$ cat src/hdl/rui_pkg.sv
/*
  Constants for the clock update and alarm interrupt block: register
  indices, field positions, write masks, reset values and pulse timing.
  Assumes a 200 MHz system clock and a 32-bit AXI4-Lite register bus.
*/
package rui_pkg;

  localparam int ADDR_W = 6;
  localparam int CNT_W = 21;

  // Register indices; byte address is four times the index
  localparam logic [3:0] IDX_ALM_MIN = 4'h8;
  localparam logic [3:0] IDX_ALM_HOUR = 4'h9;
  localparam logic [3:0] IDX_ALM_WDAY = 4'hA;
  localparam logic [3:0] IDX_EXT = 4'hD;
  localparam logic [3:0] IDX_FLAGS = 4'hE;
  localparam logic [3:0] IDX_CTRL = 4'hF;

  // Field positions
  localparam int EXT_WEEK_DAY_BIT = 6;
  localparam int EXT_UPD_SEL_BIT = 5;
  localparam int FLG_UPDATE_BIT = 5;
  localparam int FLG_ALARM_BIT = 3;
  localparam int CTL_UPD_EN_BIT = 5;
  localparam int CTL_ALM_EN_BIT = 3;
  localparam int CTL_STOP_BIT = 1;
  localparam int CTL_RESET_BIT = 0;
  localparam int ALM_SKIP_BIT = 7;

  // Writable bits of each register
  localparam logic [7:0] EXT_MASK = 8'hF3;
  localparam logic [7:0] FLG_MASK = 8'h28;
  localparam logic [7:0] CTL_MASK = 8'h3B;
  localparam logic [7:0] ALM_MASK = 8'hFF;

  // Values after reset
  localparam logic [7:0] EXT_RESET = 8'h00;
  localparam logic [7:0] FLG_RESET = 8'h00;
  localparam logic [7:0] CTL_RESET = 8'h00;
  localparam logic [7:0] ALM_RESET = 8'h00;

  // Bus responses
  localparam logic [1:0] RESP_OKAY = 2'h0;
  localparam logic [1:0] RESP_SLVERR = 2'h2;

  // Update pulse: longest time, rounded down to cycles
  localparam int UPD_PULSE_NS = 7_800_000;
  localparam int CLK_PERIOD_NS = 5;
  localparam int UPD_PULSE_CYC = UPD_PULSE_NS / CLK_PERIOD_NS;

endpackage

$ cat src/hdl/rui_update_alarm_irq.sv
/*
  Update and alarm interrupt logic of a real-time clock with its
  extension, flag, control and alarm registers on AXI4-Lite.
  Assumes tick pulses and current time come from timekeeping logic on
  sys_clk; the interrupt pin is open drain, pulled up outside.
*/
// Functional notes
// - Update select picks second or minute events
// - Update event sets update flag, held
// - Writing one to update flag does nothing
// - Clearing update flag keeps update pulse
// - Enabled update event drives pin, auto-release
// - Update enable zero masks and releases pulse
// - Stop or reset bit blocks update events
// - Update detection runs regardless of enable
// - Shared pin, other sources may drive
// - Unused register bits ignore writes, read zero
// - Alarm matches hour, minute, day or weekday
// - Alarm fires only when time advances
// - Alarm event sets alarm flag, held
// - Enabled alarm holds pin until cleared
// - Alarm enable zero releases pin at once
// - Clearing alarm flag releases pin at once
// - Disabled alarm leaves pin, flag still set
// - Field positions of flags and enables
// - Week/day select chooses weekday or date
// - Skip bit drops field from alarm match
`timescale 1ns/1ps
`default_nettype none

module rui_update_alarm_irq #(
  parameter int unsigned UPD_PULSE_CYCLES = rui_pkg::UPD_PULSE_CYC
) (
  input wire logic sys_clk,
  input wire logic resetn,
  input wire logic cen,
  input wire logic secondTick,
  input wire logic minuteTick,
  input wire logic [6:0] curMinute,
  input wire logic [5:0] curHour,
  input wire logic [6:0] curWeek,
  input wire logic [5:0] curDay,
  input wire logic timerIrq,
  input wire logic [rui_pkg::ADDR_W-1:0] s_axi_awaddr,
  input wire logic s_axi_awvalid,
  output logic s_axi_awready,
  input wire logic [31:0] s_axi_wdata,
  input wire logic [3:0] s_axi_wstrb,
  input wire logic s_axi_wvalid,
  output logic s_axi_wready,
  output logic [1:0] s_axi_bresp,
  output logic s_axi_bvalid,
  input wire logic s_axi_bready,
  input wire logic [rui_pkg::ADDR_W-1:0] s_axi_araddr,
  input wire logic s_axi_arvalid,
  output logic s_axi_arready,
  output logic [31:0] s_axi_rdata,
  output logic [1:0] s_axi_rresp,
  output logic s_axi_rvalid,
  input wire logic s_axi_rready,
  output logic intOut,
  output logic intOe,
  output logic clockStop,
  output logic clockReset
);

  typedef struct packed {
    logic awReady;
    logic awHeld;
    logic [3:0] awIdx;
    logic wReady;
    logic wHeld;
    logic [7:0] wData;
    logic wLane;
    logic bValid;
    logic [1:0] bResp;
    logic arReady;
    logic rValid;
    logic [7:0] rData;
    logic [1:0] rResp;
    logic [7:0] ext;
    logic [7:0] flags;
    logic [7:0] ctrl;
    logic [7:0] almMin;
    logic [7:0] almHour;
    logic [7:0] almWday;
    logic updActive;
    logic [rui_pkg::CNT_W-1:0] updCnt;
    logic intOe;
  } rui_state_type;

  rui_state_type st;
  rui_state_type next_st;
  logic running;
  logic updEvent;
  logic almEvent;
  logic wrDo;
  logic wrEn;
  logic wrFlags;
  logic wrCtrl;

  localparam logic [rui_pkg::CNT_W-1:0] PULSE_LOAD = (rui_pkg::CNT_W)'(UPD_PULSE_CYCLES);

  ////////////////////////////////////////////////////////////////////////
  // Functions

  function automatic logic regMapped(input logic [3:0] idx);
    regMapped = (idx == rui_pkg::IDX_ALM_MIN) || (idx == rui_pkg::IDX_ALM_HOUR) ||
                (idx == rui_pkg::IDX_ALM_WDAY) || (idx == rui_pkg::IDX_EXT) ||
                (idx == rui_pkg::IDX_FLAGS) || (idx == rui_pkg::IDX_CTRL);
  endfunction

  function automatic logic alarmHit(input logic [7:0] aMin, input logic [7:0] aHour,
                                    input logic [7:0] aWday, input logic weekDay,
                                    input logic [6:0] tMin, input logic [5:0] tHour,
                                    input logic [6:0] tWeek, input logic [5:0] tDay);
    logic minOk;
    logic hourOk;
    logic dayOk;
    minOk = aMin[rui_pkg::ALM_SKIP_BIT] || (aMin[6:0] == tMin);
    hourOk = aHour[rui_pkg::ALM_SKIP_BIT] || (aHour[5:0] == tHour);
    if (aWday[rui_pkg::ALM_SKIP_BIT]) begin
      dayOk = 1'b1;
    end else if (weekDay) begin
      dayOk = (aWday[5:0] == tDay);
    end else begin
      dayOk = |(aWday[6:0] & tWeek);
    end
    alarmHit = minOk && hourOk && dayOk;
  endfunction

  ////////////////////////////////////////////////////////////////////////
  // Next state

  always_comb begin
    next_st = st;
    running = !(st.ctrl[rui_pkg::CTL_STOP_BIT] || st.ctrl[rui_pkg::CTL_RESET_BIT]);
    updEvent = running && (st.ext[rui_pkg::EXT_UPD_SEL_BIT] ? minuteTick : secondTick);
    almEvent = running && minuteTick &&
               alarmHit(st.almMin, st.almHour, st.almWday, st.ext[rui_pkg::EXT_WEEK_DAY_BIT],
                        curMinute, curHour, curWeek, curDay);

    // Write channels, taken in either order
    if (s_axi_awvalid && st.awReady) begin
      next_st.awHeld = 1'b1;
      next_st.awIdx = s_axi_awaddr[5:2];
    end
    if (s_axi_wvalid && st.wReady) begin
      next_st.wHeld = 1'b1;
      next_st.wData = s_axi_wdata[7:0];
      next_st.wLane = s_axi_wstrb[0];
    end
    if (st.bValid && s_axi_bready) begin
      next_st.bValid = 1'b0;
    end
    wrDo = st.awHeld && st.wHeld && !st.bValid;
    wrEn = wrDo && st.wLane && regMapped(st.awIdx);
    wrFlags = wrEn && (st.awIdx == rui_pkg::IDX_FLAGS);
    wrCtrl = wrEn && (st.awIdx == rui_pkg::IDX_CTRL);
    if (wrDo) begin
      next_st.awHeld = 1'b0;
      next_st.wHeld = 1'b0;
      next_st.bValid = 1'b1;
      next_st.bResp = regMapped(st.awIdx) ? rui_pkg::RESP_OKAY : rui_pkg::RESP_SLVERR;
    end
    next_st.awReady = !next_st.awHeld;
    next_st.wReady = !next_st.wHeld;

    if (wrEn && st.awIdx == rui_pkg::IDX_EXT) begin
      next_st.ext = st.wData & rui_pkg::EXT_MASK;
    end
    if (wrCtrl) begin
      next_st.ctrl = st.wData & rui_pkg::CTL_MASK;
    end
    if (wrEn && st.awIdx == rui_pkg::IDX_ALM_MIN) begin
      next_st.almMin = st.wData & rui_pkg::ALM_MASK;
    end
    if (wrEn && st.awIdx == rui_pkg::IDX_ALM_HOUR) begin
      next_st.almHour = st.wData & rui_pkg::ALM_MASK;
    end
    if (wrEn && st.awIdx == rui_pkg::IDX_ALM_WDAY) begin
      next_st.almWday = st.wData & rui_pkg::ALM_MASK;
    end
    // Flags only clear on write of zero
    if (wrFlags) begin
      next_st.flags = st.flags & st.wData & rui_pkg::FLG_MASK;
    end
    // Update flag set, wins over clear
    if (updEvent) begin
      next_st.flags[rui_pkg::FLG_UPDATE_BIT] = 1'b1;
    end
    // Alarm flag set, wins over clear
    if (almEvent) begin
      next_st.flags[rui_pkg::FLG_ALARM_BIT] = 1'b1;
    end

    if (st.updActive) begin
      if (st.updCnt <= 1) begin
        next_st.updActive = 1'b0;
      end else begin
        next_st.updCnt = st.updCnt - 1'b1;
      end
    end
    if (updEvent && st.ctrl[rui_pkg::CTL_UPD_EN_BIT]) begin
      next_st.updActive = 1'b1;
      next_st.updCnt = PULSE_LOAD;
    end
    // Enable low masks and releases pulse
    if (!next_st.ctrl[rui_pkg::CTL_UPD_EN_BIT]) begin
      next_st.updActive = 1'b0;
    end

    // Alarm holds while flag and enable
    next_st.intOe = next_st.updActive || timerIrq ||
                    (next_st.flags[rui_pkg::FLG_ALARM_BIT] &&
                     next_st.ctrl[rui_pkg::CTL_ALM_EN_BIT]);

    // Read channel
    if (st.rValid && s_axi_rready) begin
      next_st.rValid = 1'b0;
      next_st.arReady = 1'b1;
    end
    if (s_axi_arvalid && st.arReady) begin
      next_st.arReady = 1'b0;
      next_st.rValid = 1'b1;
      next_st.rResp = regMapped(s_axi_araddr[5:2]) ? rui_pkg::RESP_OKAY : rui_pkg::RESP_SLVERR;
      case (s_axi_araddr[5:2])
        rui_pkg::IDX_ALM_MIN: begin
          next_st.rData = st.almMin;
        end
        rui_pkg::IDX_ALM_HOUR: begin
          next_st.rData = st.almHour;
        end
        rui_pkg::IDX_ALM_WDAY: begin
          next_st.rData = st.almWday;
        end
        rui_pkg::IDX_EXT: begin
          next_st.rData = st.ext;
        end
        rui_pkg::IDX_FLAGS: begin
          next_st.rData = st.flags;
        end
        rui_pkg::IDX_CTRL: begin
          next_st.rData = st.ctrl;
        end
        default: begin
          next_st.rData = 8'h00;
        end
      endcase
    end
  end

  ////////////////////////////////////////////////////////////////////////
  // State register

  always_ff @(posedge sys_clk) begin
    if (!resetn) begin
      st <= '0;
      st.awReady <= 1'b1;
      st.wReady <= 1'b1;
      st.arReady <= 1'b1;
      st.ext <= rui_pkg::EXT_RESET;
      st.flags <= rui_pkg::FLG_RESET;
      st.ctrl <= rui_pkg::CTL_RESET;
      st.almMin <= rui_pkg::ALM_RESET;
      st.almHour <= rui_pkg::ALM_RESET;
      st.almWday <= rui_pkg::ALM_RESET;
    end else if (cen) begin
      st <= next_st;
    end
  end

  assign s_axi_awready = st.awReady;
  assign s_axi_wready = st.wReady;
  assign s_axi_bvalid = st.bValid;
  assign s_axi_bresp = st.bResp;
  assign s_axi_arready = st.arReady;
  assign s_axi_rvalid = st.rValid;
  assign s_axi_rresp = st.rResp;
  assign s_axi_rdata = {24'h00_0000, st.rData};
  assign intOut = 1'b0;
  assign intOe = st.intOe;
  assign clockStop = st.ctrl[rui_pkg::CTL_STOP_BIT];
  assign clockReset = st.ctrl[rui_pkg::CTL_RESET_BIT];
endmodule

`default_nettype wire

$ cat config.mk
export PLATFORM = sky130hd
export DESIGN_NAME = rui_update_alarm_irq
export DESIGN_NICKNAME = d
export VERILOG_FILES = /design/src/hdl/rui_pkg.sv /design/src/hdl/rui_update_alarm_irq.sv
export SDC_FILE = /design/constraint.sdc
export NUM_CORES = 1
export LEC_CHECK = 0
export ABC_AREA = 1
export BUFFER_PORTS_ARGS = -buffer_cell sky130_fd_sc_hd__buf_2
export CAP_MARGIN = 20
export CORE_MARGIN = 1.5
export CORE_UTILIZATION = 55
export CTS_CLUSTER_SIZE = 24
export DETAILED_ROUTE_END_ITERATION = 12
export HOLD_SLACK_MARGIN = 0.05
export PLACE_DENSITY_LB_ADDON = 0.08
export SLEW_MARGIN = 10
export SYNTH_ARGS = -nofsm -noshare
export SYNTH_HDL_FRONTEND = slang
export SYNTH_SLANG_ARGS = --single-unit
$ cat constraint.sdc
create_clock -name sys_clk -period 5.73 [get_ports sys_clk]
set_clock_uncertainty 0.2 [all_clocks]
set_input_delay 0.573 -clock sys_clk [delete_from_list [all_inputs] [get_ports sys_clk]]
set_output_delay 0.573 -clock sys_clk [all_outputs]
set_load 0.005 [all_outputs]
# Word level (Yosys, flattened, before mapping)
# Cells that the tools add are included.
# Widths: inputs -> output; s select.
[classes] n_addsub=1 n_mul=0 div=0 n_lt_le_gt_ge=1 n_eq_ne=16 shift=0 mux=23 n_bitwise=2 reduce_logical=59
[op_table] op="$eq 4x4->1 const B" count=12
[op_table] op="$pmux 8 s6" count=1
[op_table] op="$mux 22" count=2
[op_table] op="$reduce_and 2->1" count=12
[op_table] op="$logic_and 1x1->1" count=22
[op_table] op="$le 21x1->1 const B" count=1
[op_table] op="$mux 21" count=1
[op_table] op="$sub 21x1->21 const B" count=1
[op_table] op="$logic_or 1x1->1" count=15
[op_table] op="$eq 6x6->1" count=2
[op_table] op="$mux 12" count=1
[op_table] op="$mux 6" count=2
[op_table] op="$mux 1" count=10
[op_table] op="$mux 10" count=1
[op_table] op="$reduce_bool 2->1" count=4
[op_table] op="$and 7x7->7" count=1
[op_table] op="$eq 7x7->1" count=1
[op_table] op="$reduce_or 7->1" count=1
[op_table] op="$and 6x6->6" count=1
[op_table] op="$mux 2" count=3
[op_table] op="$mux 5" count=1
[op_table] op="$logic_not 1->1" count=4
[op_table] op="$mux 3" count=1
[op_table] op="$reduce_and 3->1" count=1
[op_table] op="$ne 2x1->1 const B" count=1
[word_totals] register_bits=92 latch_bits=0 ram_bits=0 mem_bits_ro=0 in_bits=85 out_inout_bits=45 memories=0

# Depth between registers and ports, before layout
# Gate-level depths: netlist of the first run.
[depth] ltp_word=12 mapped_depth=13

# Worst setup path after synthesis of the first run
# OpenSTA, ideal clock, no wires.
[synth_path] path_type="input to register" from="in cen" to="reg st[42] (netlist name)" t_arrival_ps=1660 required_time_ps=5402 slack_ps=3743 path_stages=7 path_cell_list="buf_2 -> inv_1 -> nor4_4 -> nand2_2 -> buf_6 -> a21oi_2 -> nor2_1"
[synth_between] elab_chain_len=1
[synth_rtl] item="start: declaration" line_no="rui_update_alarm_irq.sv:36" text="input wire logic cen,"
[synth_rtl] item="$reduce_and 2->1 (no source line)"
[synth_rtl] item="end signal: assignment" line_no="rui_update_alarm_irq.sv:269" text="st <= next_st;"
[synth_rtl] item="end: declaration" line_no="rui_update_alarm_irq.sv:92" text="rui_state_type st;"
# Every way passes these cells.
# A chain may end at the register's enable or synchronous reset.

# Worst setup path after layout of the first run
[layout_path] from="reg st, in the netlist clockStop" to="reg st[10] (netlist name)"
[layout_between] elab_chain_len=6 word_cells_on_any_way=8 classes_between="eq/ne: 1; mux: 1; reduce/logical: 6"
[layout_rtl] item="$logic_or 1x1->1 *" line_no="rui_update_alarm_irq.sv:137" text="running = !(st.ctrl[rui_pkg::CTL_STOP_BIT] || st.ctrl[rui_pkg::CTL_RESET_BIT]);"
[layout_rtl] item="$logic_not 1->1 *" line_no="rui_update_alarm_irq.sv:137"
[layout_rtl] item="$logic_and 1x1->1 *" line_no="rui_update_alarm_irq.sv:138" text="updEvent = running && (st.ext[rui_pkg::EXT_UPD_SEL_BIT] ? minuteTick : secondTick);"
[layout_rtl] item="$logic_and 1x1->1 *" line_no="rui_update_alarm_irq.sv:204" text="if (updEvent && st.ctrl[rui_pkg::CTL_UPD_EN_BIT]) begin"
[layout_rtl] item="$ne 2x1->1 (no source line) or $reduce_bool 2->1 (tied branches)"
[layout_rtl] item="$reduce_and 3->1 (no source line)"
# Mark *: on every way between the ends. The rest lies on a longest branch, timed or not.

==> results of run 1 <==
==> layout by cell type (no fill, tap or decap), drive strengths merged, types with 5 or more instances in the layout <==
cell,count
a21oi,83
clkbuf,12
nand2,119
o21ai,98
nand3,33
xnor2,5
a211oi,5
xor2,7
nor3,8
dfxtp,90
inv,93
o22ai,12
conb,27
o211ai,5
buf,72
nor2,77
==> state kept, by name, summed over array words and instances, names as in the netlist <==
name / flops
clockStop: 1
s_axi_rresp: 1
s_axi_rdata: 8
clockReset: 1
s_axi_wready: 1
s_axi_bresp: 1
s_axi_rvalid: 1
s_axi_arready: 1
intOe: 1
st: 72
s_axi_bvalid: 1
s_axi_awready: 1
==> worst register-to-register path, stage by stage, from the launching register on <==
cell	delay (ns)
dfxtp_1	0.37
nor2_2	0.13
o21ai_1	0.13
nor3_4	0.33
inv_2	0.20
nand2_2	0.13
nand2_4	0.15
inv_4	0.28
nand2_1	0.10
a21oi_1	0.17
==> per-layer routing <==
metal | vias to the layer above | part of all wire, % | track usage (%)
li1 | 2330 | - | -
met1 | 2030 | 44 | 31.2
met2 | 138 | 49 | 42.7
met3 | 23 | 4.8 | 3.90
met4 | 0 | 2.5 | 9.25
met5 | - | 0 | 0
==> path summary, 6_finish.rpt <==
kind             start  endpoint  slack [ns]
max          clockStop    st[10]        3.46
min             st[37]    st[37]        0.27
max reg2reg  clockStop    st[10]        3.46
min reg2reg     st[37]    st[37]        0.27
==> power by group through the flow <==
stage / registers (µW) / logic [µW] / clock network, µW
final: 673 / 227 / 496
after global routing: 676 / 258 / 525
after CTS: 672 / 225 / 500
after detailed placement: 686 / 224 / 0
after global placement: 686 / 220 / 0
after floorplan: 679 / 182 / 0
==> per-stage QoR <==
step / total power [µW] / cell area [µm²] / hold WS (ns)
after detailed placement: 910 / 5050 / 0.249
final: 1400 / 5280 / 0.266
after CTS: 1400 / 5280 / 0.264
after global routing: 1460 / 5280 / 0.279
after global placement: 905 / 5050 / 0.242
after floorplan: 861 / 4950 / 0.230
==> kinds of logic after synthesis <==
group           after synthesis  synth area share (%)
flops                        90                  37.1
buf+inv                     152                  15.5
other cells                   1                0.0772
fa+ha+maj                     2                 0.515
compound gates              208                  23.3
xor+xnor                     12                  2.16
simple gates                238                  21.3
==> cell type report <==
type	instances	area, µm²	share of cell area (%)
multi-input combinational	487	2400	45.4
sequential	90	1800	34.1
timing repair buffer	72	363	6.88
inverter	93	352	6.66
clock buffer	12	155	2.94
tap	108	135	2.56
clock inverter	4	73.8	1.40
==> qor_table.md, run 1 <==
| Step | Parameter | This run |
|:---|:---|:---|
| critical path | List of cells traversed by the critical path | nor2_2, o21ai_1, nor3_4, inv_2, nand2_2, nand2_4, inv_4, nand2_1, a21oi_1 |
| status | Status | complete, no violations |
| critical path | Depth of the critical timing path with buffers and inverters included | 9 |
| logic synthesis | Top FF cell, synth | dfxtp_1 |
| clock network | Post-CTS clock slew at the launch and capture registers of the worst setup and hold paths | 0.09 ns |
| route | Number of vias after detailed routing | 4521 |
| timing | Setup violators final | 0 |
| route | First-pass iteration count of the detailed router | 4 |
| clock network | Clock root buffer master | clkbuf_8 |
| logic synthesis | Post-synth top area share | 37.1% |
| route | Post-route antenna net violation count | 0 |
| final layout | Synth-to-layout area growth | 8.71% |
| placed design | Setup slack after placement | 3.26 ns |
| final layout | Post-Route Utilization | 61.1% |
| placed design | Placed Cells incl. Taps | 850 |
| worst hold path | Class of the most critical hold timing path | reg2reg |
| clock network | CTS tree | built |
| final layout | Share of layout cells above drive strength 1 | 16.0% |
| logic synthesis | Fraction of the yosys area taken by sequential cells | 37.1% |
| logic synthesis | Cell with the most instances after synthesis | nand2_1 |
| route | Drt initial violations | 173 |
| placed design | PortBufs | 71 |
| route | Total wirelength of the detailed-routed design | 11600 µm |
| timing | Pin slew with the least headroom to its limit | 0.666 ns |
| power and ir drop | Power per Cell Area | 265 nW/µm² |
| power and ir drop | Leak Pwr | 0.00236 µW |
| floorplan | Number of ports placed on the die boundary | 130 |
| logic synthesis | Number of flops mapped to enable cells by yosys | 0 |
| critical path | Cell with the biggest individual delay on the critical path | dfxtp_1 |
| floorplan | Placeable core area | 8640 µm² |
| power and ir drop | Power share of the clock group | 35.6% |
| timing | Worst-case setup margin in the final layout | 3.46 ns |
| clock network | Setup Buffers After CTS | 0 |
| timing | Setup tns final | 0 ns |
| final layout | Count of non-filler cells in the finished layout | 866 |
| route | Vias per inst | 5.22 |
| critical path | Critical setup path kind | reg2reg |
| power and ir drop | Share of power burned in registers | 48.2% |
| final layout | Antenna Cells | 0 |
| timing | Number of failing hold endpoints at the final stage | 0 |
| floorplan | Die area | 9400 µm² |
| floorplan | Die height | 97.0 µm |
| logic synthesis | Synth async-reset ratio | 0% |
| logic synthesis | Top cells by count, synth | nand2_1 (111), dfxtp_1 (90), inv_1 (89) |
| grt | Largest net degree at the start of global routing | 72 |
| critical path | Worst Path Required | 5.80 ns |
| critical path | Critical Path AT | 2.35 ns |
| timing | Final worst-path cycle share | 39.7% |
| critical path | Path depth of the worst reg2reg path | 9 |
| critical path | Crit path launch type | register |
| power and ir drop | Worst supply voltage drop on vdd | 125 µV |
| clock network | Number of buffers on the longest clock path | 2 |
| grt | Remaining Overflow, GRT | 0 |
| critical path | Peak per-stage delay on the critical path | 0.37 ns |
| worst hold path | Cell depth of the worst min-delay path | 2 |
| floorplan | Effective utilization at floorplan | 56.2% |
| clock network | CTS hold repair buffers | 0 |
| clock network | Number of CTS-inserted buffers | 9 |
| route | Routed length per placed instance | 13.4 µm |
| logic synthesis | Largest cells by area after synthesis | dfxtp_1 (37%), nand2_1 (8.6%), a21oi_1 (7.9%) |
| logic synthesis | Post-synth design cell area | 4850 µm² |
| logic synthesis | Seq cells post-synth | 90 |
| logic synthesis | Number of synthesis warnings | 0 |
| power and ir drop | Internal Dissipation | 997 µW |
| timing | Worst relative slew slack | 55.5% |
| timing | Maximum clock frequency | 440 MHz |
| placed design | DP Wirelength | 8450 µm |
| logic synthesis | Cells after synthesis | 703 |
| floorplan | Number of rows in the core area | 34 |
| grt | Number of global-route vias before repair | 4218 |
| final layout | Fillers | 859 |
| critical path | CP Max Fanout | 24 |
| critical path | Buffers and inverters on the worst path | 2 |
| logic synthesis | Mean area per synthesized cell | 6.91 µm² |
| timing | Final period demand of the worst path | 2.27 ns |
| power and ir drop | Relative contribution of combinational cells to total power | 16.3% |
| placed design | Routability congestion estimate from global placement | 0.879 |
| critical path | Crit path max-delay family | simple AND/OR/NAND/NOR gates |
| grt | Total global-route track usage | 24.8% |
| job | Number of maximum-capacitance constraint violations | 0 |
| clock network | Number of gates resized after cts | 0 |
| route | Total DRC errors in the routed layout | 0 |
| logic synthesis | Number of library cell types mapped by synthesis | 36 |
| power and ir drop | Switching fraction of total power | 28.6% |
| logic synthesis | Cell type with the highest aggregate area in the netlist | dfxtp_1 |
| clock network | CTS Sinks | 90 |
| timing | Unrepaired setup endpoints after global routing | no |
| grt | First-pass GRT wire length | 19300 µm |
| power and ir drop | Net load switching power | 399 µW |
| final layout | Final #Nets | 840 |
| grt | Number of antenna violations at the first check in global routing | 0 |
| clock network | Latest clock arrival within the worst-skew pair | 0.35 ns |
| floorplan | Die X-Extent | 97.0 µm |
| clock network | Number of H-tree branching levels | 3 |
| critical path | Setup crit end kind | register |
| timing | Slew Limit Fails | 0 |
(Power assumes the default switching activity.)
==> inputs of run 2 (changes only) <==
- ABC_AREA: 1 -> 0
- CORE_UTILIZATION: 55 -> 53
- clock period: 5.73 -> 2.4 ns (I/O delays scaled with it)
==> qor_table.md, run 2 <==
| Step | Parameter | This run | vs previous |
|:---|:---|:---|:---|
| logic synthesis | Top FF cell, synth | dfxtp_1 |  |
| grt | Total global-route track usage | 25.3% | +0.53 points |
| final layout | Flip-flop count of the largest register, all copies and words added | 72 | unchanged |
| logic synthesis | Number of library cell types mapped by synthesis | 71 | +97% |
| final layout | Antenna Cells | 0 | unchanged |
| route | Total DRC errors in the routed layout | 0 | unchanged |
| power and ir drop | Worst supply voltage drop on vdd | 366 µV | +190% |
| logic synthesis | Largest cells by area after synthesis | dfxtp_1 (37%), mux2i_1 (10%), buf_4 (5.8%) |  |
| timing | Setup violators final | 0 | unchanged |
| critical path | Critical Path AT | 2.29 ns | -0.06 ns |
| placed design | PortBufs | 71 | unchanged |
| clock network | Clock root buffer master | clkbuf_8 |  |
| route | Vias per inst | 5.69 | +9.0% |
| route | Post-route antenna net violation count | 0 | unchanged |
| placed design | DP Wirelength | 8820 µm | +4.4% |
| logic synthesis | Post-synth top area share | 36.5% | -0.60 points |
| timing | Pin slew with the least headroom to its limit | 0.620 ns | -0.0458 ns |
| final layout | Share of layout cells above drive strength 1 | 20.0% | +4.0 points |
| worst hold path | Class of the most critical hold timing path | in2reg |  |
| clock network | CTS tree | built |  |
| route | Routed length per placed instance | 15.9 µm | +18% |
| logic synthesis | Cell with the most instances after synthesis | dfxtp_1 |  |
| clock network | Post-CTS clock slew at the launch and capture registers of the worst setup and hold paths | 0.11 ns | +0.02 ns |
| power and ir drop | Relative contribution of combinational cells to total power | 11.9% | -4.4 points |
| final layout | Final #Nets | 738 | -12% |
| timing | Unrepaired setup endpoints after global routing | no |  |
| logic synthesis | Synth async-reset ratio | 0% | unchanged |
| power and ir drop | Power share of the clock group | 36.3% | +0.7 points |
| critical path | Critical setup path kind | reg2reg |  |
| critical path | Setup crit end kind | register |  |
| job | Number of maximum-capacitance constraint violations | 0 | unchanged |
| final layout | Synth-to-layout area growth | 15.1% |  |
| power and ir drop | Leak Pwr | 0.00227 µW | -3.5% |
| route | Drt initial violations | 271 | +57% |
| timing | Worst-case setup margin in the final layout | 0.142 ns | -3.32 ns |
| clock network | Number of CTS-inserted buffers | 9 | unchanged |
| clock network | CTS Sinks | 90 | unchanged |
| timing | Maximum clock frequency | 443 MHz | +0.65% |
| logic synthesis | Number of synthesis warnings | 0 | unchanged |
| logic synthesis | Number of flops mapped to enable cells by yosys | 0 | unchanged |
| timing | Final period demand of the worst path | 2.26 ns | -0.0147 ns |
| floorplan | Number of rows in the core area | 35 | +2.9% |
| grt | First-pass GRT wire length | 20000 µm | +3.9% |
| floorplan | Die area | 9900 µm² | +5.3% |
| timing | Setup tns final | 0 ns | unchanged |
| clock network | Number of buffers on the longest clock path | 2 | unchanged |
| timing | Worst relative slew slack | 58.6% | +3.1 points |
| logic synthesis | Post-synth design cell area | 4930 µm² | +1.6% |
| final layout | Largest register by flop count | st |  |
| power and ir drop | Net load switching power | 816 µW | +100% |
| logic synthesis | Cells after synthesis | 570 | -19% |
| logic synthesis | Cell type with the highest aggregate area in the netlist | dfxtp_1 |  |
| logic synthesis | Mean area per synthesized cell | 8.66 µm² | +25% |
| critical path | Crit path launch type | register |  |
| timing | Final worst-path cycle share | 94.1% | +54 points |
| placed design | Instance area after placement | 5320 µm² | +5.3% |
| floorplan | Placeable core area | 9150 µm² | +6.0% |
| grt | Number of antenna violations at the first check in global routing | 0 | unchanged |
| power and ir drop | Share of power burned in registers | 51.8% | +3.6 points |
| status | Status | complete, no violations |  |
| critical path | Worst Path Required | 2.43 ns | -3.37 ns |
| floorplan | Die X-Extent | 99.5 µm | +2.6% |
| clock network | Setup Buffers After CTS | 0 | unchanged |
| floorplan | Effective utilization at floorplan | 53.9% | -2.3 points |
| grt | Remaining Overflow, GRT | 0 | unchanged |
| power and ir drop | Internal Dissipation | 2200 µW | +120% |
| route | First-pass iteration count of the detailed router | 4 | unchanged |
| logic synthesis | Top cells by count, synth | dfxtp_1 (90), nor2_1 (62), mux2i_1 (51) |  |
| power and ir drop | Power per Cell Area | 530 nW/µm² | +100% |
| final layout | Commonest cells after routing, fill and taps aside | dfxtp_1 (90), buf_2 (71), nor2_1 (62) |  |
| placed design | Setup slack after placement | 0.189 ns | -3.07 ns |
| timing | Number of failing hold endpoints at the final stage | 0 | unchanged |
| final layout | Post-Route Utilization | 62.0% | +0.92 points |
| placed design | Routability congestion estimate from global placement | 0.880 | about the same |
| floorplan | Die height | 99.5 µm | +2.6% |
| grt | Largest net degree at the start of global routing | 38 | -47% |
| logic synthesis | Seq cells post-synth | 90 | unchanged |
| final layout | Final standard cell area without fillers | 5680 µm² | +7.6% |
| logic synthesis | Fraction of the yosys area taken by sequential cells | 36.5% | -0.60 points |
| timing | Slew Limit Fails | 0 | unchanged |
| route | Total wirelength of the detailed-routed design | 12200 µm | +4.9% |
| final layout | Most frequent standard cell in the layout excluding fill and tap cells | dfxtp_1 |  |
| floorplan | Number of ports placed on the die boundary | 130 | unchanged |
| clock network | Number of H-tree branching levels | 3 | unchanged |
| power and ir drop | Switching fraction of total power | 27.1% | -1.5 points |
| clock network | Latest clock arrival within the worst-skew pair | 0.37 ns | +0.02 ns |
| critical path | CP Max Fanout | 8 | -67% |
| grt | Number of global-route vias before repair | 4061 | -3.7% |
| route | Number of vias after detailed routing | 4366 | -3.4% |
[run 2: worst paths after layout]
path | startpoint | endpoint | slack, ns | cells after the start
min | cen | s_axi_rvalid | 0.09 | 4
max | st[17] | st[9] | 0.14 | 5
max reg2reg | st[17] | st[9] | 0.14 | 5
min reg2reg | s_axi_rdata[1] | s_axi_rdata[1] | 0.25 | 2
[run 2: worst max-delay path: stages, from the launching register on]
cell,delay (ns)
dfxtp_1,0.39
nor4_2,0.49
o2111ai_4,0.30
o21a_1,0.36
a311oi_1,0.30
a311oi_1,0.08
[run 2: power groups by stage]
stage	logic (µW)	registers (µW)	clock network, µW
floorplan	255	1580	0
CTS	356	1560	1110
global route	398	1570	1170
finish	358	1560	1090
global placement	332	1590	0
detailed placement	337	1590	0
[run 2: metrics by stage]
stage	power, µW	instances	hold slack [ns]
after CTS	3030	767	0.0795
after global placement	1930	736	0.239
final	3010	767	0.0911
after detailed placement	1930	736	0.244
after global routing	3140	767	0.111
after floorplan	1840	596	0.176
[run 2: cells by family (layout without fill, tap and decap cells)]
kind of cell,Yosys count,in the layout,synth area share (%)
xor+xnor,19,19,3.37
other cells,1,27,0.0760
flops,90,90,36.5
fa+ha+maj,2,2,0.507
compound gates,126,126,18.1
mux,54,54,11.3
buf+inv,78,138,9.10
simple gates,200,200,21.1
[run 2: area by class of cell]
| class | count | area (µm²) |
|---|---|---|
| clock buffer | 10 | 138 |
| inverter | 13 | 48.8 |
| multi-input combinational | 428 | 2790 |
| sequential | 90 | 1800 |
| tap | 111 | 139 |
| clock inverter | 6 | 72.6 |
| fill | 802 | 3470 |
| timing repair buffer | 109 | 691 |
[run 2: layer usage]
metal,wire (µm),GRT usage (%)
met5,0,0
met4,254,8.99
met3,479,2.88
met2,5490,39.9
met1,5940,35.9
[run 2: timing repair]
item,in CTS,in global routing
setup endpoints to repair,0,0
hold buffers,15,0
gates resized for setup,0,0
hold endpoints to repair,15,0
==> inputs of run 3 (changes only) <==
- CORE_ASPECT_RATIO: default -> 1.4
==> qor_table.md, run 3 (synthesis results as in run 2) <==
| Step | Parameter | This run | vs previous |
|:---|:---|:---|:---|
| floorplan | Die area | 9910 µm² | about the same |
| status | Status | complete, no violations |  |
| final layout | Post-Route Utilization | 63.8% | +1.7 points |
| grt | Largest net degree at the start of global routing | 36 | -5.3% |
| clock network | Clock root buffer master | clkbuf_16 |  |
| critical path | Critical Path AT | 2.33 ns | +0.04 ns |
| floorplan | Number of ports placed on the die boundary | 130 | unchanged |
| grt | Number of global-route vias before repair | 4165 | +2.6% |
| final layout | Commonest cells after routing, fill and taps aside | dfxtp_1 (90), buf_2 (71), nor2_1 (62) |  |
| timing | Maximum clock frequency | 443 MHz | about the same |
| critical path | Setup crit end kind | register |  |
| power and ir drop | Power per Cell Area | 596 nW/µm² | +12% |
| critical path | Cell with the biggest individual delay on the critical path | or4_1 |  |
| critical path | Worst Path Required | 2.47 ns | +0.04 ns |
| placed design | DP Wirelength | 9340 µm | +5.9% |
| worst hold path | Class of the most critical hold timing path | in2reg |  |
| timing | Final worst-path cycle share | 94.0% | about the same |
| grt | Remaining Overflow, GRT | 0 | unchanged |
| timing | Worst relative slew slack | 62.5% | +3.9 points |
| placed design | Placed Cells incl. Taps | 728 | -1.1% |
| critical path | Critical setup path kind | reg2reg |  |
| power and ir drop | Worst supply voltage drop on vdd | 459 µV | +26% |
| grt | Total global-route track usage | 26.3% | +0.96 points |
| final layout | Fillers | 772 | -3.7% |
| route | Vias per inst | 5.74 | +0.78% |
| route | Total DRC errors in the routed layout | 0 | unchanged |
| timing | Final period demand of the worst path | 2.26 ns | -0.00105 ns |
| timing | Pin slew with the least headroom to its limit | 0.563 ns | -0.0570 ns |
| timing | Setup violators final | 0 | unchanged |
| final layout | Largest register by flop count | st |  |
| route | Routed length per placed instance | 16.7 µm | +5.2% |
| critical path | List of cells traversed by the critical path | inv_1, ha_1, o2111ai_4, o21ai_2, or4_1, a31oi_1 |  |
| clock network | Number of CTS-inserted buffers | 9 | unchanged |
| final layout | Most frequent standard cell in the layout excluding fill and tap cells | dfxtp_1 |  |
| floorplan | Die height | 117 µm | +18% |
| final layout | Final standard cell area without fillers | 5760 µm² | +1.4% |
| floorplan | Placeable core area | 9030 µm² | -1.4% |
| route | Total wirelength of the detailed-routed design | 12700 µm | +4.2% |
| final layout | Final #Nets | 735 | -0.41% |
| clock network | Latest clock arrival within the worst-skew pair | 0.35 ns | -0.02 ns |
| floorplan | Number of rows in the core area | 41 | +17% |
| critical path | CP Max Fanout | 7 | -1 |
| power and ir drop | Leak Pwr | 0.00231 µW | +1.4% |
| clock network | CTS Sinks | 90 | unchanged |
| final layout | Share of layout cells above drive strength 1 | 19.3% | -0.67 points |
| timing | Number of failing hold endpoints at the final stage | 0 | unchanged |
| clock network | Post-CTS clock slew at the launch and capture registers of the worst setup and hold paths | 0.06 ns | -0.05 ns |
| floorplan | Die X-Extent | 84.6 µm | -15% |
| final layout | Count of non-filler cells in the finished layout | 760 | -0.91% |
| job | Number of maximum-capacitance constraint violations | 0 | unchanged |
| placed design | Routability congestion estimate from global placement | 0.919 | +4.4% |
| clock network | CTS tree | built |  |
| grt | First-pass GRT wire length | 20400 µm | +2.1% |
| final layout | Synth-to-layout area growth | 16.7% |  |
| final layout | Storage cell area | 1800 µm² | unchanged |
| clock network | Number of buffers on the longest clock path | 2 | unchanged |
| route | First-pass iteration count of the detailed router | 5 | +1 |
| route | Drt initial violations | 223 | -18% |
| final layout | Antenna Cells | 0 | unchanged |
| critical path | Crit path launch type | register |  |
| floorplan | Effective utilization at floorplan | 54.7% | +0.74 points |
| clock network | Number of H-tree branching levels | 3 | unchanged |
| placed design | Instance area after placement | 5270 µm² | -0.89% |
| final layout | Flip-flop count of the largest register, all copies and words added | 72 | unchanged |
| placed design | PortBufs | 71 | unchanged |
| critical path | Peak per-stage delay on the critical path | 0.54 ns | +0.05 ns |
| route | Number of vias after detailed routing | 4360 | -0.14% |
| timing | Setup tns final | 0 ns | unchanged |
| route | Post-route antenna net violation count | 0 | unchanged |
| final layout | Combined area of the multi-input logic cells | 2800 µm² | +0.31% |
| grt | Number of antenna violations at the first check in global routing | 0 | unchanged |
| timing | Slew Limit Fails | 0 | unchanged |
| timing | Unrepaired setup endpoints after global routing | no |  |
run 3: where the power goes:
| part | total [µW] | switching (µW) | leakage [µW] | internal, µW |
|---|---|---|---|---|
| clock network | 1510 | 598 | 0.000149 | 914 |
| registers | 1560 | 39.6 | 0.000729 | 1520 |
| logic | 358 | 207 | 0.00143 | 151 |
| total | 3430 | 845 | 0.00231 | 2590 |
run 3: worst paths after layout:
kind / startpoint / end / cells past startpoint / slack, ns
max: st[2] / st[13] / 6 / 0.14
min: s_axi_arvalid / s_axi_arready / 3 / 0.10
max reg2reg: st[2] / st[13] / 6 / 0.14
min reg2reg: s_axi_rdata[4] / s_axi_rdata[4] / 2 / 0.26
run 3: area by class of cell:
| type | instances | area share [%] |
|---|---|---|
| clock inverter | 6 | 1.54 |
| clock buffer | 10 | 3.98 |
| timing repair buffer | 106 | 11.4 |
| tap | 107 | 2.33 |
| sequential | 90 | 31.3 |
| multi-input combinational | 428 | 48.6 |
| inverter | 13 | 0.848 |
run 3: per-layer routing:
metal / wire, µm / global-route usage (%) / part of all wire (%) / vias up
li1: - / - / - / 2155
met1: 5020 / 28.5 / 40 / 2049
met2: 6710 / 49.5 / 53 / 126
met3: 467 / 3.09 / 3.7 / 30
met4: 467 / 14.6 / 3.7 / 0
met5: 0 / 0 / 0 / -
run 3: critical path: cells and delay by family (launching register included):
kind,cells,cell delay [ns]
AO/OA/AOI/OAI,3,0.71
adder cells (fa/ha/maj),1,0.22
buffers and inverters,1,0.09
flip-flops,1,0.41
AND/OR/NAND/NOR,1,0.54
run 3: stage by stage:
step	setup slack (ns)	hold slack, ns	power [µW]
2_1_floorplan	0.413	0.176	1840
3_3_place_gp	0.230	0.247	1920
3_5_place_dp	0.146	0.256	1930
4_1_cts	0.144	0.0962	3460
5_1_grt	0.0295	0.133	3560
6_report	0.143	0.103	3430
run 3: repair_timing:
| action | 4_1_cts | 5_1_grt |
|---|---|---|
| endpoints found under the hold margin | 16 | 0 |
| buffers inserted | 0 | 0 |
| gates resized for setup | 0 | 1 |
| hold buffers | 16 | 0 |
| setup endpoints to repair | 0 | 1 |
